[src/cioflx_pkg.sv]
package cioflx_pkg;
  localparam int DATA_W = 32;
  localparam int FRAC_W = 16;
  // Fixed point: FRAC_W fraction bits, 1.000 is 1 << FRAC_W
  localparam logic [DATA_W-1:0] VAL_ZERO = 32'h0000_0000;
  localparam logic [DATA_W-1:0] VAL_ONE  = 32'h0001_0000;
  localparam logic [DATA_W-1:0] VAL_HALF = 32'h0000_8000;
  localparam logic STATE_ENERGIZED = 1'b0;
  localparam logic STATE_RELEASED  = 1'b1;
  localparam logic [3:0] FLAGS_RESET = 4'h0;
  localparam logic [1:0] OUT_RESET   = 2'h3;

  typedef enum logic [1:0] {
    CIOFLX_VAR_STD,
    CIOFLX_VAR_OPT,
    CIOFLX_VAR_NONE
  } cioflx_variant_t;

  typedef enum logic [3:0] {
    CIOFLX_OP_NOP,
    CIOFLX_OP_LOAD_IN_1,
    CIOFLX_OP_LOAD_OUT_1,
    CIOFLX_OP_LOAD_OUT_2,
    CIOFLX_OP_DRIVE_OUT_1,
    CIOFLX_OP_DRIVE_OUT_2,
    CIOFLX_OP_LOAD_FLAG,
    CIOFLX_OP_STORE_FLAG,
    CIOFLX_OP_SWAP,
    CIOFLX_OP_TERMINATE
  } cioflx_op_t;

  typedef struct packed {
    logic             valid;
    cioflx_op_t       op;
    logic [2:0]       index;
  } cioflx_cmd_t;

  typedef struct packed {
    logic [DATA_W-1:0] s1;
    logic [DATA_W-1:0] s2;
    logic [DATA_W-1:0] s3;
    logic [DATA_W-1:0] s4;
  } cioflx_stack_t;
endpackage

[src/cioflx_exec.sv]
module cioflx_exec (
  input  wire logic                    MCLK_I,
  input  wire logic                    RESETN_I,
  input  wire cioflx_pkg::cioflx_variant_t VARIANT_I,
  input  wire cioflx_pkg::cioflx_cmd_t CMD_I,
  input  wire cioflx_pkg::cioflx_stack_t STACK_I,
  input  wire logic                    CONTACT_IN_1_I,
  output logic                         STACK_WE_O,
  output cioflx_pkg::cioflx_stack_t    STACK_O,
  output logic                         CMD_ERR_O,
  output logic                         PASS_END_O,
  output logic                         CONTACT_OUT_1_O,
  output logic                         CONTACT_OUT_2_O
);
  import cioflx_pkg::*;

  logic [2:0] in_sync;
  logic       contact_in_1;
  logic       contact_out_reg_1;
  logic       contact_out_reg_2;
  logic [4:1] user_flag;
  logic       legal;
  logic       push;
  logic       push_bit;
  logic       store_bit;
  logic       next_contact_in_1;

  // Pin sampled through three stages; a change counts when stages 2 and 3 agree
  always_ff @(posedge MCLK_I) begin
    if (!RESETN_I) begin
      in_sync <= {3{STATE_RELEASED}};
    end else begin
      in_sync <= {in_sync[1:0], CONTACT_IN_1_I};
    end
  end

  always_comb begin
    next_contact_in_1 = contact_in_1;
    if (in_sync[1] == in_sync[2]) begin
      next_contact_in_1 = in_sync[2];
    end
  end

  always_ff @(posedge MCLK_I) begin
    if (!RESETN_I) begin
      contact_in_1 <= STATE_RELEASED;
    end else begin
      contact_in_1 <= next_contact_in_1;
    end
  end

  // Below 0.5 is energized; signed, so a negative top also energizes
  assign store_bit = ($signed(STACK_I.s1) < $signed(VAL_HALF)) ?
                     STATE_ENERGIZED : STATE_RELEASED;

  always_comb begin
    legal = 1'b0;
    case (CMD_I.op)
      CIOFLX_OP_NOP, CIOFLX_OP_SWAP, CIOFLX_OP_TERMINATE: legal = 1'b1;
      CIOFLX_OP_LOAD_IN_1: legal = (VARIANT_I == CIOFLX_VAR_STD);
      CIOFLX_OP_LOAD_OUT_1, CIOFLX_OP_DRIVE_OUT_1:
        legal = (VARIANT_I != CIOFLX_VAR_NONE);
      CIOFLX_OP_LOAD_OUT_2, CIOFLX_OP_DRIVE_OUT_2:
        legal = (VARIANT_I == CIOFLX_VAR_OPT);
      CIOFLX_OP_LOAD_FLAG, CIOFLX_OP_STORE_FLAG: begin
        case (VARIANT_I)
          CIOFLX_VAR_STD:  legal = (CMD_I.index >= 3'd2) &&
                                   (CMD_I.index <= 3'd4);
          CIOFLX_VAR_OPT:  legal = (CMD_I.index >= 3'd3) &&
                                   (CMD_I.index <= 3'd4);
          CIOFLX_VAR_NONE: legal = (CMD_I.index >= 3'd1) &&
                                   (CMD_I.index <= 3'd4);
          default:         legal = 1'b0;
        endcase
      end
      default: legal = 1'b0;
    endcase
  end

  // Flag 1, and flag 2 in the no-contact variant only, share storage with the
  // output registers, so a no-contact variant reads them back as plain flags
  always_comb begin
    push     = 1'b0;
    push_bit = STATE_ENERGIZED;
    case (CMD_I.op)
      CIOFLX_OP_LOAD_IN_1: begin
        push     = 1'b1;
        push_bit = contact_in_1;
      end
      CIOFLX_OP_LOAD_OUT_1: begin
        push     = 1'b1;
        push_bit = contact_out_reg_1;
      end
      CIOFLX_OP_LOAD_OUT_2: begin
        push     = 1'b1;
        push_bit = contact_out_reg_2;
      end
      CIOFLX_OP_LOAD_FLAG: begin
        push = 1'b1;
        case (CMD_I.index)
          3'd1:    push_bit = contact_out_reg_1;
          3'd2:    push_bit = (VARIANT_I == CIOFLX_VAR_NONE) ?
                              contact_out_reg_2 : user_flag[2];
          3'd3:    push_bit = user_flag[3];
          3'd4:    push_bit = user_flag[4];
          default: push_bit = STATE_ENERGIZED;
        endcase
      end
      default: begin
        push     = 1'b0;
        push_bit = STATE_ENERGIZED;
      end
    endcase
  end

  // Stack answer is combinational; the sequencer writes it back on STACK_WE_O
  always_comb begin
    STACK_WE_O = 1'b0;
    STACK_O    = STACK_I;
    if (CMD_I.valid && legal && push) begin
      STACK_WE_O = 1'b1;
      STACK_O.s1 = push_bit ? VAL_ONE : VAL_ZERO;
      STACK_O.s2 = STACK_I.s1;
      STACK_O.s3 = STACK_I.s2;
      STACK_O.s4 = STACK_I.s3;
    end else if (CMD_I.valid && CMD_I.op == CIOFLX_OP_SWAP) begin
      STACK_WE_O = 1'b1;
      STACK_O.s1 = STACK_I.s2;
      STACK_O.s2 = STACK_I.s1;
    end
  end

  assign CMD_ERR_O  = CMD_I.valid && !legal;
  assign PASS_END_O = CMD_I.valid && (CMD_I.op == CIOFLX_OP_TERMINATE);

  always_ff @(posedge MCLK_I) begin
    if (!RESETN_I) begin
      contact_out_reg_1 <= OUT_RESET[0];
      contact_out_reg_2 <= OUT_RESET[1];
    end else if (CMD_I.valid && legal) begin
      if (CMD_I.op == CIOFLX_OP_DRIVE_OUT_1 ||
          (CMD_I.op == CIOFLX_OP_STORE_FLAG && CMD_I.index == 3'd1)) begin
        contact_out_reg_1 <= store_bit;
      end
      if (CMD_I.op == CIOFLX_OP_DRIVE_OUT_2 ||
          (CMD_I.op == CIOFLX_OP_STORE_FLAG && CMD_I.index == 3'd2 &&
           VARIANT_I == CIOFLX_VAR_NONE)) begin
        contact_out_reg_2 <= store_bit;
      end
    end
  end

  always_ff @(posedge MCLK_I) begin
    if (!RESETN_I) begin
      user_flag <= FLAGS_RESET;
    end else if (CMD_I.valid && legal &&
                 CMD_I.op == CIOFLX_OP_STORE_FLAG &&
                 CMD_I.index >= 3'd2 && CMD_I.index <= 3'd4) begin
      user_flag[CMD_I.index] <= store_bit;
    end
  end

  // Pins idle released when the variant has no such contact
  always_ff @(posedge MCLK_I) begin
    if (!RESETN_I) begin
      CONTACT_OUT_1_O <= STATE_RELEASED;
      CONTACT_OUT_2_O <= STATE_RELEASED;
    end else begin
      CONTACT_OUT_1_O <= (VARIANT_I == CIOFLX_VAR_NONE) ?
                         STATE_RELEASED : contact_out_reg_1;
      CONTACT_OUT_2_O <= (VARIANT_I == CIOFLX_VAR_OPT) ?
                         contact_out_reg_2 : STATE_RELEASED;
    end
  end
endmodule

[config.mk]
export PLATFORM = sky130hd
export DESIGN_NAME = cioflx_exec
export DESIGN_NICKNAME = d
export VERILOG_FILES = /design/src/cioflx_pkg.sv /design/src/cioflx_exec.sv
export SDC_FILE = /design/constraint.sdc
export NUM_CORES = 1
export LEC_CHECK = 0
export ABC_CLOCK_PERIOD_IN_PS = 4350
export BUFFER_PORTS_ARGS = -buffer_cell sky130_fd_sc_hd__buf_4
export CORE_AREA = 5 5 103 105
export CTS_CLUSTER_SIZE = 28
export DETAILED_ROUTE_END_ITERATION = 8
export DIE_AREA = 0 0 108 110
export PLACE_DENSITY = 0.67
export SLEW_MARGIN = 5
export SYNTH_ARGS = -nofsm -noshare
export SYNTH_HDL_FRONTEND = slang
export SYNTH_SLANG_ARGS = --single-unit
[constraint.sdc]
create_clock -name MCLK_I -period 4.35 [get_ports MCLK_I]
set_clock_uncertainty 0.05 [all_clocks]
set_input_delay 0.6525 -clock MCLK_I [delete_from_list [all_inputs] [get_ports MCLK_I]]
set_output_delay 0.6525 -clock MCLK_I [all_outputs]
set_load 0.005 [all_outputs]
==> flow_metrics.tcl <==
set metrics [dict create \
    run_status "completed" \
    hold_violations 0 \
    synth-edff-count 0 \
    r2r_start "contact_out_reg_2" \
    synth_top_area_share_pct 41.0 \
    drc_errors 0 \
    antenna_found_initial 0 \
    setup_tns_ps 0 \
    synth.area.top_cells "mux2_2 (41%), nand2_1 (11%), dfxtp_1 (8.8%), a21oi_1 (6.8%), mux2i_1 (3.6%)" \
    fillerInstances 944 \
    cts_resized 0 \
    clkSlewWorstSetupHoldPaths_ps 50 \
    finalSetupViolCount 0 \
    cts_tree "yes" \
    end_kind "output port" \
    n_antenna_cell 0 \
    clock_latency_ps 240 \
    path_class "in -> out" \
    syn_nets 459 \
    ys_seq_area_share_pct 8.82 \
    ys_top_cells_by_count "mux2_2 (91), nand2_1 (74), a21oi_1 (34), dfxtp_1 (11)" \
    ant_nets 0 \
    regToRegEndpoint "contact_out_reg_2" \
    hold_buffers 0 \
    synth_largest_area_cell "mux2_2" \
    crit_end "STACK_O[24]" \
    finalPower_uw 652 \
    globalplace.congestion 0.847 \
    min_period_over_period_pct 84.7 \
    hold_path.class "reg -> reg" \
    final_max_slew_viol_count 0 \
    netlist_instances 314 \
    p_per_area_mw_per_mm2 140 \
    die_height_um 110 \
    root_buffer "clkbuf_8" \
    cts_max_level 1 \
    core_region_area_sq_mm 0.00955 \
    die_area_sq_mm 0.0119 \
    cts_buffers 3 \
    use_met1_pct 22.2 \
    area_delta_synth_final_pct 86.5 \
    r2r_cells 2 \
    port_buffers 273 \
    drv_cap 0 \
    drtPass1Iterations 4 \
    met3_usage_pct 3.38 \
    fin_crit_ps 3680 \
    start_util_pct 26.2 \
    drt_iter0_drc 120 \
    grt_max_degree 65 \
    first_global_vias 3380 \
    yosysUniqueCellTypes 40 \
    rsz0062_at_grt "false" \
    max_freq_mhz 271 \
    finalNetCount 719 \
    io_pins 274 \
    dp_hpwl_mm 10.6 \
    cts.sinks 11 \
    viasPerCell 4.78 \
    leakagePower_uw 0.00220 \
    cp.arrival_ps 2980 \
    ir_worst_vdd_uv 163 \
    grt.total_usage_pct 19.1 \
    rows 36 \
    cts_max_path_buffers 2 \
    synth_async_sr_flop_share_pct 0 \
    ff2ff_setup_slack_ps 3630 \
    post-synth-top-count-cell "mux2_2" \
    worstSetupStartpointType "input pin" \
    tightest_slew_ps 610 \
    routed_wl_mm 12.7 \
    relSlewSlack_pct 58.9 \
    grt_pass1_wl_mm 18.1 \
    ys.flop_type "dfxtp_1" \
    dieWidth_um 108 \
    vias 3376 \
    grt.busiest_layer "met2" \
    startpoint "VARIANT_I[0]" \
    hold_depth 1 \
    ys_ff_latch 11 \
    grt.overflow.total 0 \
    synth_area_per_cell_sq_um 7.95 \
    met2_usage_pct 35.6 \
    ys_warn_count 0 \
    cts_setup_buffers 0 \
    cp.required_ps 3650 \
    drive_gt1_share_pct 67.2 \
    timing.critical_path.fanout_max 32 \
    syn_area_sq_mm 0.00250 \
    detail_route.wl_per_cell_um 18.0 \
]
## kinds of logic (layout without fill, tap and decap cells)
group | count (synthesis) | count (layout) | share of synthesized area [%]
buffers and inverters | 29 | 288 | 7.46
adders and majority gates | 4 | 4 | 2.00
AOI/OAI and AO/OA | 51 | 51 | 12.7
muxes | 105 | 105 | 47.6
and+or+nand+nor | 113 | 113 | 21.0
DFF | 11 | 11 | 8.82
xor gates and xnor gates | 1 | 1 | 0.351
## where the power goes
group | leakage [uW] | switching, uW | internal [uW]
Combinational | 0.00209 | 174 | 270
Clock | 0.0000228 | 40.7 | 64.5
Sequential | 0.0000894 | 0.564 | 102
## registers in the layout, summed over array words and instances (netlist names)
signal             flops
user_flag              3
in_sync                3
contact_in_1           1
contact_out_reg_1      1
CONTACT_OUT_1_O        1
CONTACT_OUT_2_O        1
contact_out_reg_2      1
## metal layers
| layer | vias up | wire (um) |
|---|---|---|
| met1 | 1552 | 4730 |
| li1 | 1649 | - |
| met4 | 0 | 327 |
| met3 | 21 | 980 |
| met2 | 154 | 6660 |
| met5 | - | 0 |
## per-stage QoR
stage | utilization, % | hold slack (ps) | setup WS (ps) | instance area (sq um) | instances
after floorplan | - | 336 | 1140 | 2500 | 314
after global placement | 48.3 | 340 | 749 | 4610 | 702
after detailed placement | 48.3 | 347 | 669 | 4610 | 702
after CTS | 48.8 | 358 | 663 | 4660 | 706
after global routing | 48.8 | 385 | 541 | 4660 | 706
final | 48.8 | 358 | 666 | 4660 | 706
## critical path, cell delays in order
cell and delay, ps:
buf_4 120, inv_1 70, ha_1 300, o22ai_1 110, o211ai_1 250, a311oi_4 230
nor3_4 280, buf_4 410, mux2_2 400, buf_4 140
## how the worst min path moves through the flow
stage,endpoint,startpoint,slack [ps]
floorplan,in_sync[1],in_sync[0],340
global placement,in_sync[1],in_sync[0],340
detailed placement,in_sync[1],in_sync[0],350
CTS,in_sync[1],in_sync[0],360
global route,in_sync[1],in_sync[0],380
finish,in_sync[1],in_sync[0],360
## area by class of cell
cell class              count  area [sq um]  area share (%)
inverters                   4          15.0           0.322
multi-input cells         274          2100            45.0
well taps                 133           166            3.57
flip-flops and latches     11           220            4.73
clock buffers               4          45.0           0.967
repair buffers            280          2110            45.4
## layout by cell type, fill, tap and decap left out, drive strengths merged, types with 2 or more instances in the layout
cell	synthesis	routed
buf	15	280
mux2	96	96
nand2	74	74
a21oi	34	34
dfxtp	11	11
mux2i	9	9
nor2	7	7
o21ai	7	7
nor4	6	6
inv	4	4
nand3b	4	4
nand2b	4	4
nor2b	4	4
ha	4	4
clkbuf	10	4
nor3	4	4
o22ai	2	2
nor4b	2	2
and2	2	2
or3b	2	2
No activity file was read; power rests on OpenSTA's default activity.
